==> src/rtl/rdp_defines.svh <==
`ifndef RDP_DEFINES_SVH
`define RDP_DEFINES_SVH
// register byte offsets
`define RDP_OFS_OPT1 12'h000
`define RDP_OFS_FRST 12'h004
`define RDP_OFS_CLK2 12'h008
`define RDP_OFS_PDIR 12'h00C
`define RDP_OFS_POUT 12'h010
`define RDP_OFS_PPUE 12'h014
`define RDP_OFS_PDSE 12'h018
`define RDP_OFS_PSLE 12'h01C
`define RDP_OFS_PIN 12'h020
`define RDP_OFS_STAT 12'h024
`define RDP_OFS_ALT 12'h028
// system_options_1 fields
`define RDP_OPT1_RSTPIN 0
`define RDP_OPT1_DBGPIN 1
`define RDP_OPT1_RESET 2'h2
// debug_force_reset_reg field
`define RDP_FRST_BIT 0
// clock_source_control_2 fields
`define RDP_CLK2_RANGE 0
`define RDP_CLK2_EXTCLK 1
`define RDP_CLK2_RESET 2'h0
// port pins: 14 pins, index 4 = debug pin, 5 = reset pin, 13 = output only
`define RDP_NPIN 14
`define RDP_PIN_DBG 4
`define RDP_PIN_RST 5
`define RDP_PIN_OUTONLY 13
// output-only pin presets: low drive, slew on
`define RDP_PDSE_RESET 14'h0000
`define RDP_PSLE_RESET 14'h2000
// clock reset figures
`define RDP_ICS_MHZ 16
`define RDP_BUS_DIV 4
// debug protocol bit time in debug clocks
`define RDP_BIT_CYC 16
// reset pin low filter in cycles
`define RDP_RST_FILT 4'h3
// mode codes
`define RDP_MODE_NORMAL 1'b0
`define RDP_MODE_BDM 1'b1
`endif

==> src/rtl/rdp_pkg.sv <==
package rdp_pkg;
  // bus request captured in address phase
  typedef struct packed {
    logic wr;
    logic [11:0] addr;
  } rdp_req_t;
  // pin drive of all 14 pads
  typedef struct packed {
    logic [13:0] o;
    logic [13:0] oe;
    logic [13:0] pu;
  } rdp_pad_t;
  // reset causes
  typedef enum logic [1:0] {
    RDP_RC_POR = 2'h0,
    RDP_RC_FRC = 2'h1,
    RDP_RC_PIN = 2'h2,
    RDP_RC_OTH = 2'h3
  } rdp_cause_t;
endpackage

==> src/rtl/rdp_sync.sv <==
`timescale 1ns/10ps
`default_nettype none
// three-stage pin synchroniser; output moves only when stages 2 and 3 agree
module rdp_sync (
  input wire logic mclk,
  input wire logic srst,
  input wire logic [13:0] din,
  output logic [13:0] dout
);
  logic [13:0] s1;
  logic [13:0] s2;
  logic [13:0] s3;
  wire [13:0] agree = ~(s2 ^ s3);
  wire [13:0] next_dout = (agree & s3) | (~agree & dout);
  // synchroniser chain, s1 read only by s2
  always_ff @(posedge mclk) begin
    if (srst) begin
      s1 <= 14'h3FFF;
      s2 <= 14'h3FFF;
      s3 <= 14'h3FFF;
      dout <= 14'h3FFF;
    end else begin
      s1 <= din;
      s2 <= s1;
      s3 <= s2;
      dout <= next_dout;
    end
  end
endmodule
`default_nettype wire

==> src/rtl/rdp_pin_config.sv <==
// Summary of operation
// - after power-on the shared pin is input
// - reset pin enable sticks until power-on
// - low on enabled reset pin resets device
// - reset pin pullup forced while enabled
// - debug pin samples mode during reset
// - debug pin enable set on every reset
// - debug pin pullup forced while enabled, off while driving
// - high mode pin gives normal mode
// - debug bit time is sixteen clocks
// - debug pin pseudo open drain, speedup
// - pin reset always returns to user mode
// - force reset with mode low enters debug
// - reset clock is internal, bus divided
// - range bit picks oscillator range, extclock
// - drive strength, slew and pullup per pin
// - after reset all pins input, pullups off except debug pin and enabled reset pin
// - output-only pin preset low drive, slew
// - highest priority function owns the pin
// - pullup off for outputs, and for analog except forced debug and reset pin pullups
`timescale 1ns/10ps
`default_nettype none
`include "rdp_defines.svh"
module rdp_pin_config (
  input wire logic mclk,
  input wire logic srst,
  input wire logic por,
  input wire logic sys_reset_req,
  input wire logic [31:0] haddr,
  input wire logic [1:0] htrans,
  input wire logic hwrite,
  input wire logic [2:0] hsize,
  input wire logic hsel,
  input wire logic hready,
  input wire logic [31:0] hwdata,
  output logic [31:0] hrdata,
  output logic hreadyout,
  output logic hresp,
  input wire logic [13:0] pad_in,
  output logic [13:0] pad_out,
  output logic [13:0] pad_oe,
  output logic [13:0] pad_pullup,
  output logic [13:0] pad_high_drive,
  output logic [13:0] pad_slew,
  input wire logic dbg_tx_en,
  input wire logic dbg_tx_bit,
  input wire logic dbg_cmd_seen,
  input wire logic [13:0] periph_oe,
  input wire logic [13:0] periph_out,
  input wire logic [13:0] analog_en,
  input wire logic comp_out_en,
  input wire logic comp_out,
  output logic dbg_rx_bit,
  output logic dbg_bit_tick,
  output logic reset_out,
  output logic bdm_mode,
  output logic osc_range_high,
  output logic ext_clock_sel,
  output logic bus_clk_en
);
  // ***************************************
  // bus slave
  // ***************************************
  rdp_pkg::rdp_req_t req; // captured address phase
  logic req_valid; // data phase pending
  wire take = hsel & hready & htrans[1]; // nonseq or seq
  wire wr_ph = req_valid & req.wr; // write data phase
  // always one-cycle, OKAY
  assign hreadyout = 1'b1;
  assign hresp = 1'b0;
  // address phase capture
  always_ff @(posedge mclk) begin
    if (srst) begin
      req <= '0;
      req_valid <= 1'b0;
    end else begin
      req_valid <= take;
      req <= take ? rdp_pkg::rdp_req_t'{wr: hwrite, addr: haddr[11:0]} : req;
    end
  end
  // decode helper used for each write strobe
  function automatic logic hit(input logic [11:0] a, input logic [11:0] ofs);
    hit = (a[11:2] == ofs[11:2]);
  endfunction
  wire we_opt1 = wr_ph & hit(req.addr, `RDP_OFS_OPT1);
  wire we_frst = wr_ph & hit(req.addr, `RDP_OFS_FRST);
  wire we_clk2 = wr_ph & hit(req.addr, `RDP_OFS_CLK2);
  wire we_pdir = wr_ph & hit(req.addr, `RDP_OFS_PDIR);
  wire we_pout = wr_ph & hit(req.addr, `RDP_OFS_POUT);
  wire we_ppue = wr_ph & hit(req.addr, `RDP_OFS_PPUE);
  wire we_pdse = wr_ph & hit(req.addr, `RDP_OFS_PDSE);
  wire we_psle = wr_ph & hit(req.addr, `RDP_OFS_PSLE);
  wire we_alt = wr_ph & hit(req.addr, `RDP_OFS_ALT);
  // ***************************************
  // reset sequencing
  // ***************************************
  logic rst_pin_en; // sticky until power-on
  logic dbg_pin_en; // debug function claim
  logic bdm_q; // mode latched at reset release
  logic force_rst; // debug force reset request
  logic [3:0] rst_cnt; // reset pin low filter
  logic mode_lvl; // mode pin level while in reset
  rdp_pkg::rdp_cause_t cause;
  logic [13:0] pin_s; // synchronised pads
  rdp_sync u_sync (
    .mclk(mclk),
    .srst(srst),
    .din(pad_in),
    .dout(pin_s)
  );
  wire pin_low = rst_pin_en & ~pin_s[`RDP_PIN_RST];
  wire pin_reset = (rst_cnt == `RDP_RST_FILT);
  // force reset only after a debug command
  wire force_go = we_frst & hwdata[`RDP_FRST_BIT] & dbg_cmd_seen;
  wire any_reset = por | pin_reset | force_rst | sys_reset_req;
  // the chip reset goes out so the rest of the device restarts
  assign reset_out = any_reset;
  // filter on the reset pin keeps glitches from resetting us
  always_ff @(posedge mclk) begin
    if (srst | ~pin_low) begin
      rst_cnt <= 4'h0;
    end else if (~pin_reset) begin
      rst_cnt <= rst_cnt + 4'h1;
    end
  end
  // cause capture; pin reset cannot pick debug mode
  always_ff @(posedge mclk) begin
    if (srst) begin
      cause <= rdp_pkg::RDP_RC_POR;
      force_rst <= 1'b0;
      mode_lvl <= 1'b1;
    end else begin
      force_rst <= force_go;
      if (por) begin
        cause <= rdp_pkg::RDP_RC_POR;
      end else if (force_rst) begin
        cause <= rdp_pkg::RDP_RC_FRC;
      end else if (pin_reset) begin
        cause <= rdp_pkg::RDP_RC_PIN;
      end else if (sys_reset_req) begin
        cause <= rdp_pkg::RDP_RC_OTH;
      end
      if (any_reset) begin
        mode_lvl <= pin_s[`RDP_PIN_DBG];
      end
    end
  end
  // track reset release edge
  logic in_rst;
  always_ff @(posedge mclk) begin
    if (srst) begin
      in_rst <= 1'b1;
    end else begin
      in_rst <= any_reset;
    end
  end
  wire release_edge = in_rst & ~any_reset;
  wire mode_cause = (cause == rdp_pkg::RDP_RC_POR) | (cause == rdp_pkg::RDP_RC_FRC);
  // high mode level gives normal mode
  // pin and other resets give user mode
  wire next_bdm = (mode_cause & (mode_lvl == 1'b0)) ? `RDP_MODE_BDM : `RDP_MODE_NORMAL;
  always_ff @(posedge mclk) begin
    if (srst) begin
      bdm_q <= `RDP_MODE_NORMAL;
    end else if (release_edge) begin
      bdm_q <= next_bdm;
    end
  end
  assign bdm_mode = bdm_q;
  // ***************************************
  // option registers
  // ***************************************
  logic [1:0] clk2; // clock source control
  // reset pin claim, cleared only by power-on
  // debug pin claim set by any reset
  always_ff @(posedge mclk) begin
    if (srst | por) begin
      rst_pin_en <= 1'b0;
      dbg_pin_en <= 1'b1;
    end else if (any_reset) begin
      dbg_pin_en <= 1'b1;
    end else if (we_opt1) begin
      rst_pin_en <= rst_pin_en | hwdata[`RDP_OPT1_RSTPIN];
      dbg_pin_en <= hwdata[`RDP_OPT1_DBGPIN];
    end
  end
  always_ff @(posedge mclk) begin
    if (srst | any_reset) begin
      clk2 <= `RDP_CLK2_RESET;
    end else if (we_clk2) begin
      clk2 <= hwdata[1:0];
    end
  end
  assign osc_range_high = clk2[`RDP_CLK2_RANGE];
  assign ext_clock_sel = clk2[`RDP_CLK2_EXTCLK];
  // ***************************************
  // bus clock enable
  // ***************************************
  // internal source divided for bus rate
  logic [1:0] bdiv;
  always_ff @(posedge mclk) begin
    if (srst) begin
      bdiv <= 2'h0;
    end else begin
      bdiv <= bdiv + 2'h1;
    end
  end
  assign bus_clk_en = (bdiv == 2'(`RDP_BUS_DIV - 1));
  // ***************************************
  // debug bit timing
  // ***************************************
  logic [3:0] bit_cnt;
  always_ff @(posedge mclk) begin
    if (srst | ~dbg_pin_en) begin
      bit_cnt <= 4'h0;
    end else begin
      bit_cnt <= bit_cnt + 4'h1;
    end
  end
  assign dbg_bit_tick = dbg_pin_en & (bit_cnt == 4'(`RDP_BIT_CYC - 1));
  // speedup pulse on the first clock of a released-high bit
  wire speedup = dbg_tx_en & dbg_tx_bit & (bit_cnt == 4'h0);
  assign dbg_rx_bit = pin_s[`RDP_PIN_DBG];
  // ***************************************
  // port control
  // ***************************************
  logic [13:0] pdir, pout, ppue, pdse, psle, alt;
  always_ff @(posedge mclk) begin
    if (srst | any_reset) begin
      pdir <= 14'h0000;
      pout <= 14'h0000;
      ppue <= 14'h0000;
      pdse <= `RDP_PDSE_RESET;
      psle <= `RDP_PSLE_RESET;
      alt <= 14'h0000;
    end else begin
      // per pin drive, slew and pullup
      pdir <= we_pdir ? hwdata[13:0] : pdir;
      pout <= we_pout ? hwdata[13:0] : pout;
      ppue <= we_ppue ? hwdata[13:0] : ppue;
      pdse <= we_pdse ? hwdata[13:0] : pdse;
      psle <= we_psle ? hwdata[13:0] : psle;
      alt <= we_alt ? hwdata[13:0] : alt;
    end
  end
  // general pins: peripheral output takes over port output
  // priority: port < alt < comparator < debug < mode, reset over all
  wire [13:0] base_oe = (alt & periph_oe) | (~alt & pdir);
  wire [13:0] base_o = (alt & periph_out) | (~alt & pout);
  wire dbg_in_mode = any_reset | in_rst; // mode-select phase, input only
  // pseudo open drain with speedup pulse
  wire dbg_drv = dbg_tx_en & (~dbg_tx_bit | speedup);
  wire dbg_oe = dbg_in_mode ? 1'b0 : dbg_pin_en ? dbg_drv : comp_out_en ? 1'b1 : base_oe[`RDP_PIN_DBG];
  wire dbg_o = dbg_pin_en ? speedup : comp_out_en ? comp_out : base_o[`RDP_PIN_DBG];
  wire rst_oe = rst_pin_en ? 1'b0 : base_oe[`RDP_PIN_RST];
  wire [13:0] oe_all = {base_oe[13:6], rst_oe, dbg_oe, base_oe[3:0]};
  wire [13:0] o_all = {base_o[13:6], base_o[5], dbg_o, base_o[3:0]};
  // pullup off on outputs and analog
  wire [13:0] pu_gen = ppue & ~oe_all & ~analog_en;
  wire pu_rst = rst_pin_en | pu_gen[`RDP_PIN_RST];
  wire pu_dbg = (dbg_pin_en & ~dbg_oe) | pu_gen[`RDP_PIN_DBG];
  rdp_pkg::rdp_pad_t pad;
  // pad outputs registered
  always_ff @(posedge mclk) begin
    if (srst) begin
      pad <= '0;
    end else begin
      pad.o <= o_all;
      pad.oe <= oe_all;
      pad.pu <= {pu_gen[13:6], pu_rst, pu_dbg, pu_gen[3:0]};
    end
  end
  assign pad_out = pad.o;
  assign pad_oe = pad.oe;
  assign pad_pullup = pad.pu;
  assign pad_high_drive = pdse;
  assign pad_slew = psle;
  // ***************************************
  // read mux
  // ***************************************
  wire [11:0] ra = req.addr;
  wire [13:0] rd_stat = {10'h000, cause, bdm_q, rst_pin_en};
  wire [13:0] rsel =
    hit(ra, `RDP_OFS_OPT1) ? {12'h000, dbg_pin_en, rst_pin_en} :
    hit(ra, `RDP_OFS_CLK2) ? {12'h000, clk2} :
    hit(ra, `RDP_OFS_PDIR) ? pdir :
    hit(ra, `RDP_OFS_POUT) ? pout :
    hit(ra, `RDP_OFS_PPUE) ? ppue :
    hit(ra, `RDP_OFS_PDSE) ? pdse :
    hit(ra, `RDP_OFS_PSLE) ? psle :
    hit(ra, `RDP_OFS_PIN) ? pin_s :
    hit(ra, `RDP_OFS_STAT) ? rd_stat :
    hit(ra, `RDP_OFS_ALT) ? alt : 14'h0000;
  // read data registered is not possible with zero wait; drive from flops directly
  assign hrdata = (req_valid & ~req.wr) ? {18'h00000, rsel} : 32'h00000000;
endmodule
`default_nettype wire

==> config.mk <==
export PLATFORM = sky130hd
export DESIGN_NAME = rdp_pin_config
export DESIGN_NICKNAME = d
export VERILOG_FILES = /design/src/rtl/rdp_pkg.sv /design/src/rtl/rdp_sync.sv /design/src/rtl/rdp_pin_config.sv
export VERILOG_INCLUDE_DIRS = /design/src /design/src/rtl
export SDC_FILE = /design/constraint.sdc
export NUM_CORES = 1
export LEC_CHECK = 0
export BUFFER_PORTS_ARGS = -buffer_cell sky130_fd_sc_hd__buf_2
export CAP_MARGIN = 20
export CELL_PAD_IN_SITES_DETAIL_PLACEMENT = 1
export CELL_PAD_IN_SITES_GLOBAL_PLACEMENT = 1
export CORE_ASPECT_RATIO = 2
export CORE_MARGIN = 2
export CORE_UTILIZATION = 41
export CTS_BUF_LIST = sky130_fd_sc_hd__clkbuf_4 sky130_fd_sc_hd__clkbuf_8 sky130_fd_sc_hd__clkbuf_16
export DETAILED_ROUTE_END_ITERATION = 7
export GPL_TIMING_DRIVEN = 1
export MAX_ROUTING_LAYER = met4
export PLACE_DENSITY = 0.85
export SETUP_SLACK_MARGIN = 0.1
export SLEW_MARGIN = 20
export SYNTH_ARGS = -nofsm -noshare
export SYNTH_HDL_FRONTEND = slang
export SYNTH_SLANG_ARGS = --single-unit
==> constraint.sdc <==
create_clock -name mclk -period 5.5 [get_ports mclk]
set_input_delay 1.1 -clock mclk [delete_from_list [all_inputs] [get_ports mclk]]
set_output_delay 1.1 -clock mclk [all_outputs]
set_load 0.01 [all_outputs]
==> results of run 1 <==
area by class of cell:
type	count	area [um^2]	share of cell area
clock buffers	30	618	0.0597
repair buffers	193	993	0.0960
multi-input cells	676	3990	0.385
flip-flops and latches	214	4280	0.414
inverters	14	52.6	0.00508
clock inverters	5	78.8	0.00761
well taps	269	337	0.0325
registers in the layout (all words and copies together) (netlist names), 2 cells and up, named ones only:
signal,count
alt,14
pad_high_drive,14
pad_oe,14
pad_out,14
pad_pullup,14
pad_slew,14
pdir,14
pout,14
ppue,14
u_sync.s1,14
u_sync.s2,14
u_sync.s3,14
ra,10
bit_cnt,4
rst_cnt,4
bdiv,2
cause,2
clk2,2
cells in the mapped netlist, types with 4 or more instances:
cell type	n
a31oi_1	4
nand3_1	9
a21oi_1	77
nor4_1	9
a22o_1	10
buf_4	23
a221oi_1	7
dfxtp_1	214
clkbuf_1	32
mux2i_1	76
nand2_1	137
ha_1	4
and2_1	4
o221ai_1	6
or2_2	43
nand2b_1	6
buf_2	11
nor3_1	8
a22oi_1	7
nor2_1	129
nor2b_1	13
o21ai_0	17
o22ai_1	6
inv_1	14
o21bai_1	14
buf_6	5
and3_1	14
o22a_1	4
layer usage:
layer | vias up | wire [um] | track usage
li1 | 3563 | - | -
met3 | 127 | 1440 | 0.0286
met4 | 0 | 2680 | 0.205
met1 | 3759 | 10100 | 0.261
met2 | 346 | 15400 | 0.469
met5 | - | 0 | -
cells by family (layout without fill, tap and decap cells):
family / count (synthesis) / after routing
AO/OA/AOI/OAI: 178 / 178
flip-flops: 214 / 214
multiplexers: 78 / 78
other: 2 / 20
AND/OR/NAND/NOR: 392 / 392
adder cells (fa/ha/maj): 4 / 4
XOR/XNOR: 4 / 4
buffers and inverters: 87 / 242
power groups by stage:
stage	clock network [mW]	logic [mW]	registers, mW
floorplan	0	0.125	1.61
global placement	0	0.185	1.62
detailed placement	0	0.190	1.62
CTS	1.50	0.192	1.59
global route	1.56	0.209	1.59
finish	1.48	0.193	1.59
through the flow:
step / worst slack [ps] / cells / instance area (um^2)
6_report: 1130 / 1401 / 10400
2_1_floorplan: 2490 / 977 / 8740
5_1_grt: 971 / 1401 / 10400
3_5_place_dp: 1760 / 1366 / 9660
4_1_cts: 1210 / 1401 / 10400
3_3_place_gp: 1780 / 1366 / 9660
worst min-delay path by stage:
stage / from / depth (start not counted) / slack [ps] / end
finish: u_sync.s1[4] / 1 / 410 / u_sync.s2[4]
global route: u_sync.s1[10] / 1 / 430 / u_sync.s2[10]
CTS: u_sync.s1[4] / 1 / 420 / u_sync.s2[4]
detailed placement: u_sync.s1[2] / 1 / 400 / u_sync.s2[2]
global placement: u_sync.s1[4] / 1 / 390 / u_sync.s2[4]
floorplan: u_sync.s1[0] / 1 / 390 / u_sync.s2[0]
worst max-delay path: cells and delay by family (launching register included):
kind            cells  cell delay, ps
flops               1             840
buf+inv             2             620
compound gates      2             540
simple gates        2             770
==> impl_results.md, run 1 <==
* Status: finished clean
* Cell area power density at 315 mW/mm^2
* Worst setup SP type: flip-flop
* Min Tclk post-route at 4370 ps
* Worst r2r src: ra[2]
* Syn Inst Count at 959
* Post-synth top area cell: dfxtp_1
* Yosys reg bits at 214
* Worst hold slack at 411 ps
* RSZ-0062 raised after global routing: no
* # Post-CTS Setup Buffers at 0
* Most frequent cells in the layout: dfxtp_1, buf_2, nand2_1
* Max Cap Viol at 0
* Internal power at 2.52 mW
* # IOs at 248
* Drt wl/cell at 21.1 um
* RR Endpoint: ppue[11]
* Die Area at 0.0224 mm^2
* Fmax at 229 MHz
* Filler Cell Count at 2,522
* Final hold violation count at 0
* Port bufs at 183
* Worst Setup EP: hrdata[13]
* Site Rows at 75
* Diodes inserted at 0
* Vias in the first global route at 7,985
* Mux contribution to synthesized area at 0.0903
* Largest net degree at the start of global routing at 73
* # hold bufs at CTS at 0
* Main flop type after synthesis: dfxtp_1
* Crit Path Max Fanout at 19
* P_leak at 4.12 nW
* HPWL Detailed at 21,500 um
* Synthesized area at 0.00868 mm^2
* Commonest non-fill, non-tap cell in the layout: dfxtp_1
* Yosys warning count at 0
* Worst-path clk slew at 60 ps
* CP endpoint kind: output pin
* CP peak stage delay at 840 ps
* Antenna violations before repair at 0
* Main combinational cell family by area after synthesis: simple AND/OR/NAND/NOR gates
* Fin. max-slew vios at 0
* Flop pwr share at 0.487
* GP Congestion at 0.974
* Worst Path Arrival at 3270 ps
* Height of the die at 210 um
* Worst vdd ir at 0.223 mV
* Synth cell types at 67
* Congestion Overflow GR at 0
* Worst Setup SP: ra[3]
* Yosys top cell area share at 0.494
* Clock sinks at 214
* Post-synth EDFFs at 0
* HP Class: flip-flop to flip-flop
* Antenna viol nets, final at 0
* Seq/Total Area, Yosys at 0.494
* Clock root cell: clkbuf_16
* Routed WL at 29,600 um
* Post-route core utilization at 0.497
* First-pass GRT wire length at 44,200 um
* Num CTS Buffers at 20
* R2R cell count at 5
* Via-to-Cell Ratio at 5.56
* TritonRoute pass-1 iters at 5
* H-tree depth at 1
* Net switching power at 0.744 mW
* CTS tree: yes
* Setup Crit Path Kind: flip-flop to output pin
* Initial Util at 0.417
* Total track usage at 0.266
* CP Cell Sequence: buf_4 > and2_1 > nand3_1 > o21ai_0 > a31oi_1 > buf_2
* TNS Setup at 0 ps
* Clk_lat worst skew at 510 ps
* Layout area overhead at 19.3%
* Final period util at 0.795
* Critical Path Slowest Stage Cell: dfxtp_1
* Required time worst endpoint at 4400 ps
* Final setup fails at 0
* Gate power share at 0.059
* Core Footprint at 0.0208 mm^2
* Syn Area/Cell at 9.05 um^2
* Share of flip-flops with an asynchronous set or reset at 0
* Actual slew at the worst max-slew pin at 1120 ps
* Die Width at 107 um
* Nets at 1,260
* Xor/xnor cell area share of the yosys netlist at 0.00404
* Adder-Cell Fraction of Synth Area at 0.00577
* CTS resizes at 0
* Synth Area in Compound Gates at 0.133
* Largest cells by area after synthesis: dfxtp_1, mux2i_1, nand2_1, nor2_1, a21oi_1
* Pwr Total at 3.26 mW
* Clock share of power at 0.454
* DRC at 0
* Via count at 7,795
* Iter 0 DRT Violations at 411
* Share of cells above drive strength 1 at 0.257
* Clock buffer depth at 3
* Clk_skew at 10.5 ps
* R2R Setup Slk at 2440 ps
* Sw frac at 0.228
* Slew HR at 0.251
* Synth Area in Simple Gates at 0.218
No activity file was read; power rests on OpenSTA's default activity.
==> run 2, diff against run 1 <==
Settings changed: ABC_AREA from default to 1, CORE_UTILIZATION 41 to 34, PLACE_DENSITY 0.85 to 0.77.
Clock period 5.5 ns to 3.6 ns, I/O delays scaled along.
==> run 2 against run 1 <==
Global-route usage fell by 5.0 points. Final area fell by 0.66%. Clock-buffer cell count fell by 6. Non-clock buffer count fell by 1. Die area rose by 19%. Critical endpoint is now hrdata[5]. Largest power group unchanged. Highest routed layer unchanged.
==> impl_results.md, run 2 <==
* CP Cell Sequence: nor2_1 > nand2_4 > nor2_4 > nand2_4 > inv_1 > a21oi_1 > nand3_1 > nand2_1 > a21oi_1 > buf_2
* TritonRoute pass-1 iters at 4 (-1)
* Placed cell area at 0.00961 mm^2 (-0.43%)
* Mux contribution to synthesized area at 0.0139 (-0.0763)
* Required time worst endpoint at 2880 ps (-1520 ps)
* Place WS at 760 ps (-998 ps)
* Sw frac at 0.235 (+0.00722)
* Die Width at 117 um (+9.0%)
* TNS Setup at 0 ps (unchanged)
* CP delay by family, top: simple AND/OR/NAND/NOR gates
* Busiest grt layer: met2
* Clk_lat worst skew at 510 ps (about the same)
* Main flop type after synthesis: dfxtp_1
* Initial Util at 0.345 (-0.0711)
* Final period util at 0.934
* Syn Inst Count at 1,049 (+9.4%)
* HPWL Detailed at 20,900 um (-3.1%)
* Worst Path Arrival at 2640 ps (-630 ps)
* Adder-Cell Fraction of Synth Area at 0.00581 (+0.0000444)
* Antenna viol nets, final at 0 (unchanged)
* Filler Cell Count at 3,123 (+24%)
* Crit path buf inv count at 2 (unchanged)
* Clock sinks at 214 (unchanged)
* Net switching power at 1.14 mW (+53%)
* Antenna violations before repair at 2 (+2)
* Worst vdd ir at 0.257 mV (+15%)
* Cell area power density at 469 mW/mm^2 (+49%)
* GP Congestion at 0.881 (-9.6%)
* Pwr Total at 4.82 mW (+48%)
* Clock root cell: clkbuf_16
* RSZ-0062 raised after global routing: no
* Share of flip-flops with an asynchronous set or reset at 0 (unchanged)
* Nets at 1,358 (+7.8%)
* Fmax at 297 MHz
* Yosys top cell area share at 0.498 (+0.00380)
* CP endpoint kind: output pin
* Yosys reg bits at 214 (unchanged)
* Post-route cell area at 0.0103 mm^2 (-0.66%)
* Core Footprint at 0.0249 mm^2 (+20%)
* Clock buffer depth at 3 (unchanged)
* Largest net degree at the start of global routing at 62 (-15%)
* Xor/xnor cell area share of the yosys netlist at 0.00102 (-0.00302)
* Storage cell area at 0.00428 mm^2 (unchanged)
* Via-to-Cell Ratio at 4.94 (-11%)
* Syn Area/Cell at 8.21 um^2 (-9.3%)
* DRC at 0 (unchanged)
* Synth Area in Simple Gates at 0.193 (-0.0249)
* Site Rows at 82 (+9.3%)
* Main combinational cell family by area after synthesis: simple AND/OR/NAND/NOR gates
* Setup Crit Path Kind: flip-flop to output pin
* P_leak at 4.41 nW (+7.1%)
* Area taken by multi-input logic gates at 0.00350 mm^2 (-12%)
* Die Area at 0.0267 mm^2 (+19%)
* Met3 usage at 0.0249 (-0.00370)
* CTS tree: yes
* Share of cells above drive strength 1 at 0.251 (-0.00646)
* Gate power share at 0.059 (about the same)
* Worst setup SP type: flip-flop
* Internal power at 3.69 mW (+47%)
* Actual slew at the worst max-slew pin at 819 ps (-304 ps)
* HP Class: input port to flip-flop
* Status: finished clean
* Port bufs at 183 (unchanged)
* Clock share of power at 0.440 (-0.014)
* Total track usage at 0.216 (-0.0500)
* Worst Setup SP: ra[7]
* Routed WL at 27,900 um (-5.6%)
* First-pass GRT wire length at 43,400 um (-1.7%)
* Drt wl/cell at 17.8 um (-16%)
* Num CTS Buffers at 20 (unchanged)
* # IOs at 248 (unchanged)
* Slew HR at 0.453 (+0.203)
* Critical Path Slowest Stage Cell: inv_1
* Fin. max-slew vios at 0 (unchanged)
* Clk_skew at 10.2 ps (-0.237 ps)
* Iter 0 DRT Violations at 309 (-25%)
* Crit Path Max Fanout at 15 (-4)
* Post-synth EDFFs at 0 (unchanged)
* Synth cell types at 46 (-31%)
* Via count at 7,747 (-0.62%)
* Flop pwr share at 0.501 (+0.014)
* Min Tclk post-route at 3360 ps
* Vias in the first global route at 8,115 (+1.6%)
* Yosys warning count at 0 (unchanged)
* Min-delay src: analog_en[13]
* H-tree depth at 1 (unchanged)
* Worst-path clk slew at 80 ps (+20 ps)
* Congestion Overflow GR at 0 (unchanged)
* Met2 usage at 0.400 (-0.0695)
* Largest cells by area after synthesis: dfxtp_1, o21ai_0, a21oi_1, nand2_1, inv_1
* Worst r2r src: rst_cnt[0]
* Commonest non-fill, non-tap cell in the layout: dfxtp_1
* Final setup fails at 0 (unchanged)
* CP peak stage delay at 360 ps (-480 ps)
* Post-synth top area cell: dfxtp_1
* Most common cell in the netlist: dfxtp_1
* Layout area overhead at 19.4%
* Height of the die at 229 um (+9.2%)
* Seq/Total Area, Yosys at 0.498 (+0.00380)
* Max Cap Viol at 0 (unchanged)
* Synth Area in Compound Gates at 0.184 (+0.0516)
* Most frequent cells in the layout: dfxtp_1, buf_2, o21ai_0
* GRT met1 Usage at 0.222 (-0.0389)
* Final hold violation count at 0 (unchanged)
* Synth top cells by count: dfxtp_1, o21ai_0, a21oi_1
* Synthesized area at 0.00861 mm^2 (-0.76%)
* Final worst slack at 238 ps (-887 ps)
==> run 2: cell types whose count changed after synthesis, sizes merged, moves of 13 or more <==
cell    before  now
o21ai       17  146
inv         14  116
nor3        11   32
a21oi       78  132
nand3       10   30
nand2      138  125
mux2i       76   12
clkbuf      33   17
nor2b       13    0
and3        14    0
nor2       131   92
==> run 2: worst paths after layout <==
| kind | to | slack [ps] | cells past startpoint |
|---|---|---|---|
| worst max-delay path | hrdata[5] | 240 | 10 |
| worst min-delay path | pad_pullup[13] | 360 | 2 |
| worst max register to register | pad_high_drive[0] | 1140 | 8 |
| worst min register to register | u_sync.s2[9] | 410 | 1 |
==> run 2: per-stage QoR <==
stage	instances	hold slack [ps]	utilization
finish	1567	361	0.412
global route	1567	353	0.412
CTS	1562	352	0.411
detailed placement	1528	396	0.386
global placement	1528	392	0.386
floorplan	1067	389	-
==> run 2: timing repair <==
item / 4_1_cts / 5_1_grt
gates resized for setup: 0 / 0
buffers inserted: 0 / 3
hold buffers: 0 / 0
setup endpoints to repair: 0 / 1
==> run 2: power groups by stage <==
| stage | Sequential [mW] | Clock [mW] | Combinational [mW] |
|---|---|---|---|
| 2_1_floorplan | 2.47 | 0 | 0.194 |
| 3_3_place_gp | 2.47 | 0 | 0.279 |
| 3_5_place_dp | 2.47 | 0 | 0.286 |
| 4_1_cts | 2.42 | 2.17 | 0.287 |
| 5_1_grt | 2.42 | 2.27 | 0.321 |
| 6_report | 2.42 | 2.12 | 0.286 |
==> run 2: worst reg2reg max path, stage by stage (launching register included) <==
cell and delay [ps]:
dfxtp_1 340, ha_1 240, nor3b_2 210, nor4_4 280, inv_2 160, nor2_8 480, buf_4 390, o21ai_0 140
a21oi_1 140
==> run 2: cell type report <==
| class | instances | area share |
|---|---|---|
| diodes | 2 | 0.000487 |
| clock buffers | 24 | 0.0545 |
| clock inverters | 10 | 0.00791 |
| inverters | 117 | 0.0433 |
| multi-input cells | 672 | 0.341 |
| flip-flops and latches | 214 | 0.417 |
| well taps | 336 | 0.0409 |
| repair buffers | 192 | 0.0956 |
==> run 2: cells by family (layout without fill, tap and decap cells) <==
family,count (synthesis),after routing
compound gates,303,303
fa+ha+maj,4,4
other cells,2,22
buf+inv,181,343
mux,12,12
simple gates,332,332
flops,214,214
xor+xnor,1,1
==> run 2: routing by layer <==
layer	routed length (um)	up-vias
li1	-	3741
met1	10000	3748
met2	15500	207
met3	1320	51
met4	1090	0
met5	0	-
